==> config.mk <==
export PLATFORM = sky130hd
export DESIGN_NAME = alarm_filter_and_mask_control
export DESIGN_NICKNAME = d
export VERILOG_FILES = /design/src/hw/alarm_pkg.sv /design/src/hw/consecutive_filter.sv /design/src/hw/alarm_filter_and_mask_control.sv
export SDC_FILE = /design/constraint.sdc
export NUM_CORES = 1
export LEC_CHECK = 0
export BUFFER_PORTS_ARGS = -buffer_cell sky130_fd_sc_hd__buf_2
export CAP_MARGIN = 20
export CORE_MARGIN = 2
export CORE_UTILIZATION = 41
export CTS_BUF_LIST = sky130_fd_sc_hd__clkbuf_4 sky130_fd_sc_hd__clkbuf_8
export DETAILED_ROUTE_END_ITERATION = 10
export GPL_TIMING_DRIVEN = 1
export HOLD_SLACK_MARGIN = 0.1
export PLACE_DENSITY = 0.68
export SKIP_CTS_REPAIR_TIMING = 1
export SYNTH_ARGS = -nofsm -noshare
export SYNTH_HDL_FRONTEND = slang
export SYNTH_SLANG_ARGS = --single-unit
==> constraint.sdc <==
create_clock -name clk -period 5 [get_ports clk]
set_input_delay 0.5 -clock clk [delete_from_list [all_inputs] [get_ports clk]]
set_output_delay 0.5 -clock clk [all_outputs]
set_load 0.03 [all_outputs]
==> src/hw/alarm_pkg.sv <==
// constants, register map and decode helpers for the alarm control block
package alarm_pkg;

    // ************************************************************
    // register map
    // ************************************************************
    localparam logic [6:0]  CONFIG_ONE_ADDR    = 7'h4D;
    localparam logic [6:0]  ALARM_CONTROL_ADDR = 7'h4E;
    localparam logic [6:0]  STATUS_ADDR        = 7'h4F;

    localparam logic [15:0] CONFIG_ONE_RESET    = 16'h0070;
    localparam logic [15:0] ALARM_CONTROL_RESET = 16'h0000;

    // writable bits of each configuration register; everything else reads zero
    localparam logic [15:0] CONFIG_ONE_MASK    = 16'h03F8;
    localparam logic [15:0] ALARM_CONTROL_MASK = 16'h7FFC;

    // ************************************************************
    // field positions
    // ************************************************************
    localparam int RATE_LSB        = 8;
    localparam int INPUT_COUNT_LSB = 5;
    localparam int TEMP_COUNT_LSB  = 3;
    localparam int ENABLE_MSB      = 14;
    localparam int ENABLE_LSB      = 3;
    localparam int HOLD_DISABLE    = 2;
    localparam int THERMAL_FLAG    = 2;

    localparam int NUM_INPUTS  = 4;
    localparam int NUM_TEMPS   = 3;
    localparam int NUM_FILTER  = NUM_INPUTS + 2 * NUM_TEMPS;
    localparam int NUM_FLAGS   = NUM_FILTER + 2;
    localparam int COUNT_WIDTH = 9;

    // ************************************************************
    // timing
    // ************************************************************
    localparam int CLK_HZ        = 200_000_000;
    localparam int BASE_RATE_SPS = 500_000;
    localparam int BASE_CYCLES   = CLK_HZ / BASE_RATE_SPS;
    localparam int TICK_WIDTH    = 12;

    // consecutive-sample count for the analog inputs
    function automatic logic [COUNT_WIDTH-1:0] inputCount(input logic [2:0] code);
        inputCount = (code == 3'h0) ? 9'h001 : 9'(9'h002 << code);
    endfunction

    // consecutive-sample count for the temperature sensors
    function automatic logic [COUNT_WIDTH-1:0] tempCount(input logic [1:0] code);
        tempCount = 9'(9'h001 << code);
    endfunction

endpackage

==> src/hw/consecutive_filter.sv <==
// counts consecutive out-of-range samples and raises a condition at the limit
module consecutive_filter #(
    parameter int WIDTH = 9
) (
    // clock and reset
    input  wire logic             clk,
    input  wire logic             rst,
    // sample stream
    input  wire logic             sampleDone,
    input  wire logic             outOfRange,
    input  wire logic [WIDTH-1:0] limit,
    // filtered condition
    output logic                  condition
);

    logic [WIDTH-1:0] run_q;
    logic [WIDTH-1:0] run_d;

    // saturate at the limit so a long fault never wraps back to zero
    always_comb begin
        run_d = run_q;
        if (sampleDone) begin
            if (!outOfRange) begin
                run_d = '0;
            end else if (run_q < limit) begin
                run_d = WIDTH'(run_q + 1'b1);
            end
        end
    end

    always_ff @(posedge clk or posedge rst) begin
        if (rst) begin
            run_q <= '0;
        end else begin
            run_q <= run_d;
        end
    end

    // a limit lowered mid-run takes effect at once
    assign condition = (run_q != '0) && (run_q >= limit);

endmodule

==> src/hw/alarm_filter_and_mask_control.sv <==
// alarm filtering, masking, flag holding and alarm pin control
module alarm_filter_and_mask_control
    import alarm_pkg::*;
(
    // clock and reset
    input  wire logic                  clk,
    input  wire logic                  rst,
    // register port from the serial host decoder
    input  wire logic [6:0]            regAddr,
    input  wire logic [15:0]           regWrData,
    input  wire logic                  regWrite,
    input  wire logic                  regRead,
    output logic [15:0]                regRdData,
    output logic                       regRdValid,
    // comparator results, one strobe per compared sample
    input  wire logic [alarm_pkg::NUM_INPUTS-1:0] inputSampleDone,
    input  wire logic [alarm_pkg::NUM_INPUTS-1:0] inputOutOfRange,
    input  wire logic [alarm_pkg::NUM_TEMPS-1:0]  tempSampleDone,
    input  wire logic [alarm_pkg::NUM_TEMPS-1:0]  tempUnder,
    input  wire logic [alarm_pkg::NUM_TEMPS-1:0]  tempOver,
    input  wire logic [1:0]            remoteFailure,
    input  wire logic                  thermalCondition,
    // pin enable from the other configuration register
    input  wire logic                  alarmPinEnable,
    // converter pacing
    output logic [1:0]                 sampleRateSelect,
    output logic                       sampleTick,
    // alarm outputs
    output logic [15:0]                statusFlags,
    output logic                       globalFlag,
    output logic                       alarmN
);
    import alarm_pkg::*;

    // ************************************************************
    // configuration registers
    // ************************************************************
    logic [15:0] configOne_q;
    logic [15:0] configOne_d;
    logic [15:0] alarmControl_q;
    logic [15:0] alarmControl_d;

    // only documented fields are writable, reserved bits stay zero
    always_comb begin
        configOne_d    = configOne_q;
        alarmControl_d = alarmControl_q;
        if (regWrite && regAddr == CONFIG_ONE_ADDR) begin
            configOne_d = regWrData & CONFIG_ONE_MASK;
        end
        if (regWrite && regAddr == ALARM_CONTROL_ADDR) begin
            alarmControl_d = regWrData & ALARM_CONTROL_MASK;
        end
    end

    always_ff @(posedge clk or posedge rst) begin
        if (rst) begin
            configOne_q    <= CONFIG_ONE_RESET;
            alarmControl_q <= ALARM_CONTROL_RESET;
        end else begin
            configOne_q    <= configOne_d;
            alarmControl_q <= alarmControl_d;
        end
    end

    logic [1:0]             rateCode;
    logic [2:0]             inputCode;
    logic [1:0]             tempCode;
    logic [COUNT_WIDTH-1:0] inputLimit;
    logic [COUNT_WIDTH-1:0] tempLimit;
    logic                   holdDisable;
    logic [11:0]            alarmEnable;

    // field extraction and count decode
    assign rateCode    = configOne_q[RATE_LSB+1:RATE_LSB];
    assign inputCode   = configOne_q[INPUT_COUNT_LSB+2:INPUT_COUNT_LSB];
    assign tempCode    = configOne_q[TEMP_COUNT_LSB+1:TEMP_COUNT_LSB];
    assign inputLimit  = inputCount(inputCode);
    assign tempLimit   = tempCount(tempCode);
    assign holdDisable = alarmControl_q[HOLD_DISABLE];
    assign alarmEnable = alarmControl_q[ENABLE_MSB:ENABLE_LSB];
    assign sampleRateSelect = rateCode;

    // ************************************************************
    // sample pacing
    // ************************************************************
    logic [TICK_WIDTH-1:0] tick_q;
    logic [TICK_WIDTH-1:0] tick_d;
    logic                  tickOut_q;
    logic                  tickOut_d;
    logic [TICK_WIDTH-1:0] period;

    // each rate step doubles the period of the 500 kSPS base
    assign period = TICK_WIDTH'(BASE_CYCLES) << rateCode;

    always_comb begin
        tickOut_d = 1'b0;
        tick_d    = TICK_WIDTH'(tick_q + 1'b1);
        if (tick_q >= TICK_WIDTH'(period - 1'b1)) begin
            tick_d    = '0;
            tickOut_d = 1'b1;
        end
    end

    always_ff @(posedge clk or posedge rst) begin
        if (rst) begin
            tick_q    <= '0;
            tickOut_q <= 1'b0;
        end else begin
            tick_q    <= tick_d;
            tickOut_q <= tickOut_d;
        end
    end

    assign sampleTick = tickOut_q;

    // ************************************************************
    // consecutive-sample filters
    // ************************************************************
    logic [NUM_FILTER-1:0]  filtDone;
    logic [NUM_FILTER-1:0]  filtBad;
    logic [NUM_FILTER-1:0]  filtCond;
    logic [NUM_FLAGS-1:0]   condition;

    // filter slots: inputs 0..3, then each sensor's under and over
    always_comb begin
        filtDone = '0;
        filtBad  = '0;
        for (int i = 0; i < NUM_INPUTS; i++) begin
            filtDone[i] = inputSampleDone[i];
            filtBad[i]  = inputOutOfRange[i];
        end
        for (int t = 0; t < NUM_TEMPS; t++) begin
            filtDone[NUM_INPUTS+2*t]   = tempSampleDone[t];
            filtBad[NUM_INPUTS+2*t]    = tempUnder[t];
            filtDone[NUM_INPUTS+2*t+1] = tempSampleDone[t];
            filtBad[NUM_INPUTS+2*t+1]  = tempOver[t];
        end
    end

    for (genvar g = 0; g < NUM_FILTER; g++) begin : gen_filter
        consecutive_filter #(
            .WIDTH      (COUNT_WIDTH)
        ) u_filter (
            .clk        (clk),
            .rst        (rst),
            .sampleDone (filtDone[g]),
            .outOfRange (filtBad[g]),
            .limit      ((g < NUM_INPUTS) ? inputLimit : tempLimit),
            .condition  (filtCond[g])
        );
    end

    // flag order matches status bits 14 down to 3: inputs, sensors, failures
    always_comb begin
        condition = '0;
        for (int k = 0; k < NUM_FILTER; k++) begin
            condition[NUM_FLAGS-1-k] = filtCond[k];
        end
        condition[1] = remoteFailure[0];
        condition[0] = remoteFailure[1];
    end

    // ************************************************************
    // status flags and global flag
    // ************************************************************
    logic [NUM_FLAGS-1:0] flag_q;
    logic [NUM_FLAGS-1:0] flag_d;
    logic [NUM_FLAGS-1:0] seenRead_q;
    logic [NUM_FLAGS-1:0] seenRead_d;
    logic                 thermFlag_q;
    logic                 thermFlag_d;
    logic                 thermRead_q;
    logic                 thermRead_d;
    logic                 global_q;
    logic                 global_d;
    logic                 statusRead;

    assign statusRead = regRead && (regAddr == STATUS_ADDR);

    // a set always wins over a clear in the same cycle
    always_comb begin
        flag_d     = flag_q;
        seenRead_d = seenRead_q;
        for (int k = 0; k < NUM_FLAGS; k++) begin
            if (holdDisable) begin
                flag_d[k]     = condition[k];
                seenRead_d[k] = 1'b0;
            end else if (condition[k]) begin
                flag_d[k]     = 1'b1;
                seenRead_d[k] = seenRead_q[k] | (statusRead & flag_q[k]);
            end else if (flag_q[k] && (statusRead || seenRead_q[k])) begin
                flag_d[k]     = 1'b0;
                seenRead_d[k] = 1'b0;
            end
        end
        thermFlag_d = thermFlag_q;
        thermRead_d = thermRead_q;
        if (holdDisable) begin
            thermFlag_d = thermalCondition;
            thermRead_d = 1'b0;
        end else if (thermalCondition) begin
            thermFlag_d = 1'b1;
            thermRead_d = thermRead_q | (statusRead & thermFlag_q);
        end else if (thermFlag_q && (statusRead || thermRead_q)) begin
            thermFlag_d = 1'b0;
            thermRead_d = 1'b0;
        end
        // a flag still standing after the read keeps the global flag up
        global_d = (|flag_d) | thermFlag_d | (global_q & ~statusRead);
    end

    always_ff @(posedge clk or posedge rst) begin
        if (rst) begin
            flag_q      <= '0;
            seenRead_q  <= '0;
            thermFlag_q <= 1'b0;
            thermRead_q <= 1'b0;
            global_q    <= 1'b0;
        end else begin
            flag_q      <= flag_d;
            seenRead_q  <= seenRead_d;
            thermFlag_q <= thermFlag_d;
            thermRead_q <= thermRead_d;
            global_q    <= global_d;
        end
    end

    assign statusFlags = {1'b0, flag_q, thermFlag_q, 2'b00};
    assign globalFlag  = global_q;

    // ************************************************************
    // alarm pin
    // ************************************************************
    logic pinLow_q;
    logic pinLow_d;

    // thermal flag has no enable bit and never reaches the pin
    always_comb begin
        pinLow_d = alarmPinEnable && (|(flag_q & alarmEnable));
    end

    always_ff @(posedge clk or posedge rst) begin
        if (rst) begin
            pinLow_q <= 1'b0;
        end else begin
            pinLow_q <= pinLow_d;
        end
    end

    assign alarmN = ~pinLow_q;

    // ************************************************************
    // register read port
    // ************************************************************
    logic [15:0] rdData_q;
    logic [15:0] rdData_d;
    logic        rdValid_q;

    // unmapped addresses read zero; the status read returns pre-clear flags
    always_comb begin
        case (regAddr)
            CONFIG_ONE_ADDR:    rdData_d = configOne_q;
            ALARM_CONTROL_ADDR: rdData_d = alarmControl_q;
            STATUS_ADDR:        rdData_d = statusFlags;
            default:            rdData_d = 16'h0000;
        endcase
        if (!regRead) begin
            rdData_d = rdData_q;
        end
    end

    always_ff @(posedge clk or posedge rst) begin
        if (rst) begin
            rdData_q  <= 16'h0000;
            rdValid_q <= 1'b0;
        end else begin
            rdData_q  <= rdData_d;
            rdValid_q <= regRead;
        end
    end

    assign regRdData  = rdData_q;
    assign regRdValid = rdValid_q;

endmodule

==> results_tabular.tex, run 1 <==
\begin{tabular}{lr}
\hline
Metric & Value \\
\hline
\multicolumn{2}{l}{\textbf{Clocking}} \\
\quad Clk sink count & approximately 170 \\
\quad Total number of H-tree levels & 4 \\
\quad TritonCTS clock tree & done \\
\quad Clock transition at the registers of the reported paths & 0.10 ns \\
\quad CTS buffer count & 17 \\
\quad Worst skew pair latency & 0.47 ns \\
\quad Buffer type at the clock tree root & clkbuf\_8 \\
\quad Clock buffer depth & 2 \\
\multicolumn{2}{l}{\textbf{Floorplanning}} \\
\quad Die Wd & 156.3 um \\
\quad Core area & between 20,000 and 25,000 um2 \\
\quad Starting density of the core & 0.4186 \\
\quad Number of rows created at floorplan & 55 \\
\quad Die footprint & $\sim$24,000 um2 \\
\quad Count of boundary I/O pins & 86 \\
\quad Y dimension of the die & 156.3 um \\
\multicolumn{2}{l}{\textbf{Critical path}} \\
\quad Kind of capture point of the worst setup path & register \\
\quad Crit path launch & configOne\_q[7] \\
\quad Data required time of the worst path & $\sim$5.3 ns \\
\quad R2r startpoint & configOne\_q[7] \\
\quad Most used cell along the critical path & nand2\_1 \\
\quad Start-to-end type of the worst setup path & reg -> reg \\
\quad CP Cell Sequence & nor3\_1, ha\_1, nand2b\_1, a221oi\_1, o211ai\_1, o21ai\_0, nand2\_1, nor4\_1, nand2\_1 \\
\quad Cell with the largest stage delay on the worst path & nor3\_1 \\
\quad Largest stage delay on the critical path & around 0.66 ns \\
\quad Signal arrival time at the worst endpoint & about 3.5 ns \\
\quad Maximum fanout along the worst path & 10 \\
\quad Launching element type of the critical path & register \\
\multicolumn{2}{l}{\textbf{STA}} \\
\quad Upper clock frequency limit & about 320 MHz \\
\quad Fin. Hold Viols & 0 \\
\quad Final worst-path cycle share & 0.6253 \\
\quad Final setup skew & 0.01707 ns \\
\quad Setup repair after global routing missed its margin & no \\
\quad Relative slew slack & 0.4020 \\
\quad Setup TNS & 0 ns \\
\quad Slew at the pin closest to its max-slew limit & between 0.8 and 0.9 ns \\
\quad Final Critical Period & roughly 3.1 ns \\
\quad Count of final setup violators & 0 \\
\quad Number of max-slew violations in the final report & 0 \\
\multicolumn{2}{l}{\textbf{Drt}} \\
\quad Antenna Nets Post-Route & 0 \\
\quad Vias after detailed routing & approximately 7,500 \\
\quad DRC violation total after the first TritonRoute iteration & $\sim$410 \\
\quad Drt drc & 0 \\
\quad WL per Instance & 15.61 um \\
\quad Detailed Route WL & 21,300 um \\
\quad Drt pass-1 iters & 4 \\
\quad Avg Vias per Cell & 5.464 \\
\multicolumn{2}{l}{\textbf{GRT}} \\
\quad Number of global-route vias before repair & between 7,000 and 8,000 \\
\quad Maximum number of pins on one net before global-route repair & roughly 80 \\
\quad Wire length of the first global-routing pass & between 30,000 and 40,000 um \\
\quad Antenna violations before repair & 2 \\
\quad Global-route total usage across every layer & 0.1815 \\
\quad GRT overflow & 0 \\
\multicolumn{2}{l}{\textbf{Flow run}} \\
\quad Max-cap viol count & 0 \\
\multicolumn{2}{l}{\textbf{Logic synthesis}} \\
\quad Sequential share of the synthesized area & 0.4348 \\
\quad Unique masters post-synth & 67 \\
\quad Netlist area before placement & 9505 um2 \\
\quad Predominant post-synthesis flop cell & dfrtp\_1 \\
\quad Cell taking the most area after synthesis & dfrtp\_1 \\
\quad Number of flops mapped to enable cells by yosys & 0 \\
\quad Number of instances in the synthesized netlist & about 990 \\
\quad Main area contributors after synthesis & dfrtp\_1 (43\%), ha\_1 (12\%), nand2\_1 (3.2\%) \\
\quad Fraction of post-synthesis cell area in the top cell type by area & 0.4265 \\
\quad Average instance area after synthesis & 9.572 um2 \\
\quad Flops \& latches, synth & 165 \\
\quad Synth warn & 0 \\
\quad Async set or reset register ratio after synthesis & 1.000 \\
\multicolumn{2}{l}{\textbf{Place}} \\
\quad Final estimated routing congestion in global placement & around 0.78 \\
\quad Number of buffers inserted by port buffering & 76 \\
\quad Post-DP HPWL & around 16,000 um \\
\multicolumn{2}{l}{\textbf{Status}} \\
\quad Result of the run & completed \\
\multicolumn{2}{l}{\textbf{Final layout}} \\
\quad Layout Nets & 1,202 \\
\quad Share of cells above drive strength 1 & 0.1353 \\
\quad Area growth syn-to-layout & 10.78\% \\
\quad Final standard cell utilization of the core & 0.4637 \\
\quad Filler cell count & between 2,000 and 2,500 \\
\multicolumn{2}{l}{\textbf{Pwr}} \\
\quad Maximum ir drop on the vdd rail & $\sim$0.22 mV \\
\quad Power density cells & a little under 400 nW/um2 \\
\quad Static Leak & 4.996 nW \\
\multicolumn{2}{l}{\textbf{Min path}} \\
\quad Path type of the worst min-delay path & in -> async \\
\hline
\end{tabular}
==> placed cells by master, fill, tap and decap left out, types with 21 or more instances in the layout <==
| cell type | n |
|---|---|
| nor3_1 | 26 |
| nand4_1 | 21 |
| a21oi_1 | 52 |
| nand3_1 | 45 |
| nand2_1 | 82 |
| dfrtp_1 | 162 |
| buf_2 | 76 |
| nor2_1 | 71 |
| ha_1 | 88 |
| o21ai_0 | 51 |
| inv_1 | 74 |
==> worst max-delay path, delay by kind of cell, from the launching register on <==
kind / cells / cell delay, ns
fa+ha+maj: 1 / 0.27
flops: 1 / 0.50
compound gates: 3 / 0.92
simple gates: 5 / 1.32
==> per-stage QoR <==
step                      power, mW  setup slack, ns  std cells  cell area, um2  hold WS (ns)
after detailed placement      3.203            1.875       1332           10130        0.4629
after floorplan               2.817          0.04329        998            9524        0.4352
final                         4.143            1.874       1365           10530        0.1584
after global routing          4.468            1.672       1364           10530        0.2105
after global placement        3.165            1.880       1332           10130        0.4502
after CTS                     4.182            1.873       1364           10530        0.1839
==> Yosys cell counts, types with 6 or more instances <==
cell      number
o31ai_1       11
ha_1          88
a21o_1        16
o21a_1         7
a211oi_1      15
dfrtp_1      162
nor4_1        10
xor2_1        11
buf_4          9
nand4_1       21
nor2_1        71
mux2i_1       20
inv_1         75
o22ai_1       16
o21ai_0       51
clkbuf_1      18
nand2b_1      13
o211ai_1       6
and2_1        15
nand2_1       82
and3_1        14
a41oi_1        9
nor2b_1       18
a21oi_1       52
nand3_1       45
nor3_1        26
nand3b_1      10
mux2_2        20
xnor2_1        6
==> worst paths after layout <==
kind | to | cells after the start | slack [ns]
worst max-delay path | globalFlag | 9 | 1.87
worst min-delay path | gen_filter[9].u_filter.run_q[6] | 2 | 0.16
worst max register to register | globalFlag | 9 | 1.87
worst min register to register | tick_q[0] | 1 | 0.48
max in group asynchronous | seenRead_q[6] | 3 | 3.73
min in group clk | gen_filter[8].u_filter.run_q[4] | 2 | 0.24
==> where the power goes <==
part           internal, mW  total [mW]  switching, mW
clock                 0.376       0.962          0.586
sequential             1.52        1.78          0.257
combinational         0.594        1.40          0.810
==> cells by family (layout without fill, tap and decap cells) <==
| logic type | Yosys count | count (layout) | synth area share |
|---|---|---|---|
| fa+ha+maj | 88 | 88 | 0.1158 |
| mux | 40 | 40 | 0.04475 |
| other cells | 1 | 7 | 0.0003945 |
| compound gates | 227 | 227 | 0.1551 |
| flops | 165 | 165 | 0.4348 |
| simple gates | 348 | 348 | 0.1856 |
| xor+xnor | 17 | 17 | 0.01566 |
| buf+inv | 107 | 188 | 0.04791 |
==> routing by layer <==
layer	track usage	part of all wire	up-vias
met5	0	0.00033	-
met4	0.04194	0.011	2
met3	0.03683	0.041	19
met2	0.2845	0.45	137
met1	0.2593	0.50	3571
li1	-	-	3729
==> state kept, by name, indices dropped and copies added (netlist names), 7 cells and up <==
name / flops
gen_filter.u_filter.run_q: 90
alarmControl_q: 13
regRdData: 13
flag_q: 12
tick_q: 12
configOne_q: 7
seenRead_q: 12
==> cell type report <==
type                            instances  area, um2  share of cell area
Sequential cell                       165       4133              0.3925
Timing Repair Buffer                   79      402.9             0.03826
Clock inverter                         15      160.2             0.01521
Tap cell                              285      356.6             0.03386
Inverter                               77      299.0             0.02840
Clock buffer                           17      234.0             0.02222
Antenna cell                            1      2.502           0.0002376
Multi-Input combinational cell        726       4942              0.4693
Power figures use the tool's default switching activity.
==> run 2, diff against run 1 <==
==> constraint.sdc (replaced) <==
create_clock -name clk -period 2.8 [get_ports clk]
set_input_delay 0.28 -clock clk [delete_from_list [all_inputs] [get_ports clk]]
set_output_delay 0.28 -clock clk [all_outputs]
set_load 0.03 [all_outputs]
==> results_tabular.tex, run 2 (synthesized netlist as in run 1, its figures left out) <==
\begin{tabular}{lr}
\hline
Metric & Value \\
\hline
\multicolumn{2}{l}{\textbf{Pwr}} \\
\quad Power density cells & 685.4 nW/um2 \\
\quad Static Leak & 5.255 nW \\
\quad Maximum ir drop on the vdd rail & 0.2801 mV \\
\quad Total chip power & 7.579 mW \\
\multicolumn{2}{l}{\textbf{Clocking}} \\
\quad Worst skew pair latency & between 0.4 and 0.5 ns \\
\quad Clock buffer depth & 2 \\
\quad Clock transition at the registers of the reported paths & $\sim$0.090 ns \\
\quad Buffer type at the clock tree root & clkbuf\_8 \\
\quad Clk sink count & approximately 170 \\
\quad Total number of H-tree levels & 4 \\
\quad TritonCTS clock tree & done \\
\quad CTS buffer count & 17 \\
\multicolumn{2}{l}{\textbf{GRT}} \\
\quad Wire length of the first global-routing pass & around 36,000 um \\
\quad Most Crowded Layer GR & met2 \\
\quad Global routing met3 resource utilization & 0.03628 \\
\quad Met2 track utilization from global routing & 0.2926 \\
\quad Met1 layer usage reported by global route & 0.2559 \\
\quad GRT overflow & 0 \\
\quad Antenna violations before repair & 1 \\
\quad Global-route total usage across every layer & 0.1846 \\
\quad Number of global-route vias before repair & 7,302 \\
\quad Maximum number of pins on one net before global-route repair & 138 \\
\multicolumn{2}{l}{\textbf{Final layout}} \\
\quad Number of flip-flops in the largest register & 90 \\
\quad Biggest register & gen\_filter.u\_filter.run\_q \\
\quad Layout Nets & 1,260 \\
\quad Share of cells above drive strength 1 & 0.1715 \\
\quad Most frequent standard cell in the layout excluding fill and tap cells & dfrtp\_1 \\
\quad Count of inserted antenna diode cells & 0 \\
\quad Non-filler instance count after layout & between 1,000 and 1,500 \\
\quad Design Area, Final & approximately 11,000 um2 \\
\quad Leading cell types in the layout, fill and taps excluded & dfrtp\_1 (162), ha\_1 (88), nand2\_1 (82) \\
\quad Final standard cell utilization of the core & 0.4869 \\
\quad Area growth syn-to-layout & 16.32\% \\
\multicolumn{2}{l}{\textbf{Critical path}} \\
\quad Kind of capture point of the worst setup path & register \\
\quad Launching element type of the critical path & register \\
\quad Cell with the largest stage delay on the worst path & dfstp\_2 \\
\quad Most used cell along the critical path & buf\_4 \\
\quad Critical path depth & 11 \\
\quad Capture point of the critical path & globalFlag \\
\quad Largest stage delay on the critical path & approximately 0.6 ns \\
\quad Data required time of the worst path & between 3 and 4 ns \\
\quad Worst reg2reg setup slack & -0.0003 ns \\
\quad Total buffers and inverters traversed by the critical path & 3 \\
\quad R2r startpoint & configOne\_q[6] \\
\quad Endpoint of the most critical register-to-register path & globalFlag \\
\quad Top delay family on crit path & simple AND/OR/NAND/NOR gates \\
\quad Start-to-end type of the worst setup path & reg -> reg \\
\quad Crit path launch & configOne\_q[6] \\
\quad Depth of the worst register-to-register path & 11 \\
\quad Maximum fanout along the worst path & 6 \\
\quad Signal arrival time at the worst endpoint & 3.14 ns \\
\quad CP Cell Sequence & buf\_4, nand3b\_1, ha\_1, nand4\_1, and4b\_1, o31ai\_4, buf\_4, nand2\_1, nor4\_2, buf\_4, nand2\_1 \\
\multicolumn{2}{l}{\textbf{Place}} \\
\quad Final estimated routing congestion in global placement & 0.8077 \\
\quad Number of buffers inserted by port buffering & 76 \\
\quad Placed instance count & 1,366 \\
\quad Post-DP HPWL & about 16,000 um \\
\quad Area after DPL & approximately 10,000 um2 \\
\multicolumn{2}{l}{\textbf{STA}} \\
\quad Final worst-path cycle share & 1.000 \\
\quad Setup repair after global routing missed its margin & yes \\
\quad Count of final setup violators & 1 \\
\quad Final Critical Period & about 2.8 ns \\
\quad Number of max-slew violations in the final report & 0 \\
\quad Fin. Hold Viols & 0 \\
\quad Upper clock frequency limit & around 360 MHz \\
\quad Worst-case setup margin in the final layout & -0.0002716 ns \\
\quad Final setup skew & 0.01171 ns \\
\quad Slew at the pin closest to its max-slew limit & between 0.8 and 0.9 ns \\
\quad Relative slew slack & 0.4355 \\
\multicolumn{2}{l}{\textbf{Drt}} \\
\quad Avg Vias per Cell & around 5.4 \\
\quad Antenna Nets Post-Route & 0 \\
\quad DRC violation total after the first TritonRoute iteration & around 450 \\
\quad Drt pass-1 iters & 5 \\
\quad Drt drc & 0 \\
\quad WL per Instance & between 15 and 20 um \\
\quad Vias after detailed routing & between 7,000 and 8,000 \\
\quad Detailed Route WL & around 22,000 um \\
\multicolumn{2}{l}{\textbf{Status}} \\
\quad Failing checks & negative setup slack \\
\quad Result of the run & finished with violations \\
\multicolumn{2}{l}{\textbf{Floorplanning}} \\
\quad Count of boundary I/O pins & 86 \\
\quad Die footprint & 24,420 um2 \\
\quad Y dimension of the die & around 160 um \\
\quad Number of rows created at floorplan & between 50 and 60 \\
\quad Die Wd & 156.3 um \\
\quad Core area & between 20,000 and 25,000 um2 \\
\quad Starting density of the core & 0.4186 \\
\multicolumn{2}{l}{\textbf{Flow run}} \\
\quad Max-cap viol count & 0 \\
\multicolumn{2}{l}{\textbf{Min path}} \\
\quad Path type of the worst min-delay path & in -> reg \\
\hline
\end{tabular}
==> run 2: per-stage QoR <==
step / hold WS [ns] / TNS (ns) / worst slack (ns)
floorplan: 0.3114 / 0 / 0.01437
global placement: 0.4258 / -0.06232 / -0.06232
detailed placement: 0.4295 / -0.08242 / -0.08242
CTS: -0.08055 / -0.1017 / -0.1017
global route: 0.1078 / -0.3863 / -0.1213
finish: 0.1151 / -0.0002716 / -0.0002716
==> run 2: per-layer routing <==
metal | share of wire | wire length, um | up-vias
met3 | 0.042 | 922 | 25
met4 | 0.016 | 347 | 2
met5 | 0.00050 | 11 | -
met2 | 0.46 | 10150 | 155
li1 | - | - | 3838
met1 | 0.48 | 10650 | 3729
==> run 2: report_power, final <==
| part | internal, mW | total (mW) | switching (mW) |
|---|---|---|---|
| registers | 2.71 | 3.17 | 0.458 |
| logic | 1.24 | 2.79 | 1.55 |
| clock network | 0.687 | 1.62 | 0.934 |
| total | 4.64 | 7.58 | 2.94 |
==> run 2: area by class of cell <==
cell class	count	area, um2
Timing Repair Buffer	137	898.4
Multi-Input combinational cell	726	5007
Tap cell	285	356.6
Inverter	77	297.8
Sequential cell	165	4133
Clock inverter	12	95.09
Clock buffer	20	269.0
Fill cell	2110	11650
==> run 2: worst min path at each step <==
| stage | startpoint | to | cells past startpoint |
|---|---|---|---|
| CTS | rst | gen_filter[8].u_filter.run_q[3] | 3 |
| global route | thermalCondition | thermFlag_q | 2 |
| global placement | rst | gen_filter[8].u_filter.run_q[2] | 3 |
| detailed placement | rst | gen_filter[8].u_filter.run_q[3] | 3 |
| floorplan | regRead | regRdValid | 0 |
| finish | thermalCondition | thermFlag_q | 2 |
==> run 2: worst reg2reg max path, stage by stage, from the launching register on <==
cell and delay [ns]:
dfstp_2 0.60, buf_4 0.14, nand3b_1 0.22, ha_1 0.38, nand4_1 0.11, and4b_1 0.23
o31ai_4 0.27, buf_4 0.16, nand2_1 0.08, nor4_2 0.29, buf_4 0.16, nand2_1 0.04
==> run 3, diff against run 2 <==
--- a/config.mk
+++ b/config.mk
@@ -5,15 +5,17 @@
 export SDC_FILE = /design/constraint.sdc
 export NUM_CORES = 1
 export LEC_CHECK = 0
+export ABC_AREA = 1
 export BUFFER_PORTS_ARGS = -buffer_cell sky130_fd_sc_hd__buf_2
 export CAP_MARGIN = 20
 export CORE_MARGIN = 2
-export CORE_UTILIZATION = 41
+export CORE_UTILIZATION = 40
 export CTS_BUF_LIST = sky130_fd_sc_hd__clkbuf_4 sky130_fd_sc_hd__clkbuf_8
 export DETAILED_ROUTE_END_ITERATION = 10
 export GPL_TIMING_DRIVEN = 1
 export HOLD_SLACK_MARGIN = 0.1
-export PLACE_DENSITY = 0.68
+export PLACE_DENSITY = 0.66
+export SETUP_SLACK_MARGIN = 0.15
 export SKIP_CTS_REPAIR_TIMING = 1
 export SYNTH_ARGS = -nofsm -noshare
 export SYNTH_HDL_FRONTEND = slang
==> results_tabular.tex, run 3 <==
\begin{tabular}{lr}
\hline
Metric & Value \\
\hline
\multicolumn{2}{l}{\textbf{Clocking}} \\
\quad Clk sink count & 165 \\
\quad Total number of H-tree levels & 4 \\
\quad Clock transition at the registers of the reported paths & about 0.090 ns \\
\quad Buffer type at the clock tree root & clkbuf\_8 \\
\quad CTS buffer count & 17 \\
\quad TritonCTS clock tree & done \\
\quad Worst skew pair latency & roughly 0.47 ns \\
\quad Clock buffer depth & 2 \\
\multicolumn{2}{l}{\textbf{Status}} \\
\quad Result of the run & completed \\
\multicolumn{2}{l}{\textbf{Drt}} \\
\quad WL per Instance & approximately 14 um \\
\quad Antenna Nets Post-Route & 0 \\
\quad Avg Vias per Cell & roughly 4.9 \\
\quad Drt drc & 0 \\
\quad DRC violation total after the first TritonRoute iteration & roughly 470 \\
\quad Detailed Route WL & about 22,000 um \\
\quad Vias after detailed routing & 8,092 \\
\quad Drt pass-1 iters & 4 \\
\multicolumn{2}{l}{\textbf{Critical path}} \\
\quad Kind of capture point of the worst setup path & register \\
\quad Maximum fanout along the worst path & 6 \\
\quad Data required time of the worst path & roughly 3.2 ns \\
\quad Signal arrival time at the worst endpoint & approximately 2.7 ns \\
\quad Most used cell along the critical path & nand2\_1 \\
\quad Worst reg2reg setup slack & about 0.44 ns \\
\quad Start-to-end type of the worst setup path & reg -> reg \\
\quad Total buffers and inverters traversed by the critical path & 1 \\
\quad Largest stage delay on the critical path & roughly 0.58 ns \\
\quad CP Cell Sequence & nand2\_1, ha\_1, nand2\_1, nand2\_1, a21oi\_1, nand2\_1, a21boi\_2, buf\_4, nand4\_1, a21boi\_0 \\
\quad Launching element type of the critical path & register \\
\quad Top delay family on crit path & compound AO/OA/AOI/OAI gates \\
\quad Cell with the largest stage delay on the worst path & dfstp\_2 \\
\multicolumn{2}{l}{\textbf{Final layout}} \\
\quad Area of all sequential standard cells & approximately 4100 um2 \\
\quad Total area of multi-input combinational cells & 4871 um2 \\
\quad Filler cell count & between 2,000 and 2,500 \\
\quad Number of flip-flops in the largest register & 90 \\
\quad Layout Nets & $\sim$1,400 \\
\quad Most frequent standard cell in the layout excluding fill and tap cells & nand2\_1 \\
\quad Count of inserted antenna diode cells & 0 \\
\quad Final standard cell utilization of the core & 0.4644 \\
\quad Leading cell types in the layout, fill and taps excluded & nand2\_1 (231), inv\_1 (179), dfrtp\_1 (162) \\
\quad Area growth syn-to-layout & 14.36\% \\
\quad Share of cells above drive strength 1 & 0.1319 \\
\quad Biggest register & gen\_filter.u\_filter.run\_q \\
\multicolumn{2}{l}{\textbf{STA}} \\
\quad Fin. Hold Viols & 0 \\
\quad Relative slew slack & 0.6508 \\
\quad Slew at the pin closest to its max-slew limit & roughly 0.52 ns \\
\quad Setup TNS & 0 ns \\
\quad Final worst-path cycle share & 0.8419 \\
\quad Setup repair after global routing missed its margin & no \\
\quad Worst-case setup margin in the final layout & 0.4426 ns \\
\quad Final setup skew & between 0.02 and 0.025 ns \\
\quad Upper clock frequency limit & 424.2 MHz \\
\quad Number of max-slew violations in the final report & 0 \\
\quad Count of final setup violators & 0 \\
\quad Final Critical Period & between 2 and 2.5 ns \\
\multicolumn{2}{l}{\textbf{Pwr}} \\
\quad Total chip power & 6.895 mW \\
\quad Gate power share & 0.305 \\
\quad Switching Share & 0.3857 \\
\quad Power density cells & 614.1 nW/um2 \\
\quad Maximum ir drop on the vdd rail & 0.2977 mV \\
\quad Net switching component of the power & 2.659 mW \\
\quad Register share of total power & 0.427 \\
\quad Cell Int Power & 4.236 mW \\
\quad Clock share of power & 0.268 \\
\quad Static Leak & about 5.7 nW \\
\multicolumn{2}{l}{\textbf{GRT}} \\
\quad Antenna violations before repair & 0 \\
\quad GRT overflow & 0 \\
\quad Maximum number of pins on one net before global-route repair & 70 \\
\quad Number of global-route vias before repair & approximately 7,700 \\
\quad Wire length of the first global-routing pass & 37,530 um \\
\quad Global-route total usage across every layer & 0.1801 \\
\multicolumn{2}{l}{\textbf{Floorplanning}} \\
\quad Die Wd & between 150 and 200 um \\
\quad Starting density of the core & 0.4061 \\
\quad Y dimension of the die & between 150 and 200 um \\
\quad Die footprint & 25,810 um2 \\
\quad Core area & 24,180 um2 \\
\quad Number of rows created at floorplan & 57 \\
\quad Count of boundary I/O pins & 86 \\
\multicolumn{2}{l}{\textbf{Logic synthesis}} \\
\quad Number of instances in the synthesized netlist & 1,202 \\
\quad Fraction of post-synthesis cell area in the top cell type by area & 0.4129 \\
\quad Netlist area before placement & 9818 um2 \\
\quad Cell taking the most area after synthesis & dfrtp\_1 \\
\quad Async set or reset register ratio after synthesis & 1.000 \\
\quad Predominant post-synthesis flop cell & dfrtp\_1 \\
\quad Number of flops mapped to enable cells by yosys & 0 \\
\quad Sequential share of the synthesized area & 0.4209 \\
\quad Ranking of synthesized cells by instance count & nand2\_1 (232), inv\_1 (182), dfrtp\_1 (162), nor2\_1 (110), ha\_1 (88) \\
\quad Main area contributors after synthesis & dfrtp\_1 (41\%), ha\_1 (11\%), nand2\_1 (8.9\%) \\
\quad Average instance area after synthesis & slightly above 8 um2 \\
\quad Synth warn & 0 \\
\quad Count leader, synth & nand2\_1 \\
\quad Flops \& latches, synth & between 150 and 200 \\
\quad Unique masters post-synth & 49 \\
\multicolumn{2}{l}{\textbf{Flow run}} \\
\quad Max-cap viol count & 0 \\
\multicolumn{2}{l}{\textbf{Place}} \\
\quad Placement Setup Slack & $\sim$0.26 ns \\
\quad Post-DP HPWL & 16,690 um \\
\quad Final estimated routing congestion in global placement & 0.7947 \\
\quad Number of buffers inserted by port buffering & 76 \\
\multicolumn{2}{l}{\textbf{Min path}} \\
\quad Path type of the worst min-delay path & in -> reg \\
\hline
\end{tabular}
==> run 3: cell types whose count changed after synthesis, sizes merged, moves of 15 or more <==
| cell | change |
|---|---|
| o21ai | +15 |
| a21o | -15 |
| nor2b | -18 |
| nor2 | +40 |
| nand3 | +36 |
| inv | +107 |
| nand4 | +25 |
| mux2i | -20 |
| nand2 | +156 |
==> run 3: layout make-up <==
cell class,count,area share
Inverter,184,0.06218
Multi-Input combinational cell,829,0.4338
Sequential cell,165,0.3681
Timing Repair Buffer,108,0.06129
Tap cell,324,0.03610
Clock buffer,19,0.02329
Timing Repair inverter,1,0.0004457
Clock inverter,13,0.01482
==> run 3: per-stage QoR <==
stage               area (um2)  cells  hold slack [ns]
global route             11230   1643           0.1043
finish                   11230   1643          0.08910
floorplan                 9841   1207           0.3114
CTS                      11000   1624          -0.2128
detailed placement       10570   1592           0.2992
global placement         10570   1592           0.3051
==> run 3: power by group through the flow <==
stage	logic, mW	registers, mW	clock network [mW]
after floorplan	1.45	3.00	0
after global placement	2.01	2.98	0
after detailed placement	2.07	2.98	0
after CTS	2.08	2.94	1.90
after global routing	2.44	2.99	2.00
final	2.10	2.94	1.85
==> run 3: worst paths after layout <==
kind                                      from                              end  cells after the start
max in group asynchronous                  rst  gen_filter[3].u_filter.run_q[4]                      4
worst min register to register       tick_q[0]                        tick_q[0]                      1
worst min-delay path              regWrData[6]                   configOne_q[6]                      3
worst max-delay path            configOne_q[4]  gen_filter[5].u_filter.run_q[4]                     10
worst max register to register  configOne_q[4]  gen_filter[5].u_filter.run_q[4]                     10
min in group asynchronous                  rst                       sampleTick                      3
==> run 3: worst min-delay path, cell delays in order <==
cell	delay [ns]
buf_2	0.13
nand2_1	0.06
o21ai_0	0.07
==> run 3: per-layer routing <==
metal,routed length (um),global-route usage
met1,10550,0.2328
met2,10700,0.3084
met3,901,0.04132
met4,183,0.04054
met5,0,0
==> run 3: cell families (layout without fill, tap and decap cells) <==
group | Yosys count | in the layout | share of synthesized area
AO/OA/AOI/OAI | 171 | 171 | 0.1021
XOR/XNOR | 25 | 25 | 0.02230
adder cells (fa/ha/maj) | 88 | 88 | 0.1121
buffers and inverters | 213 | 325 | 0.08895
flip-flops | 165 | 165 | 0.4209
multiplexers | 8 | 8 | 0.009176
other | 1 | 6 | 0.0003819
AND/OR/NAND/NOR | 531 | 531 | 0.2440
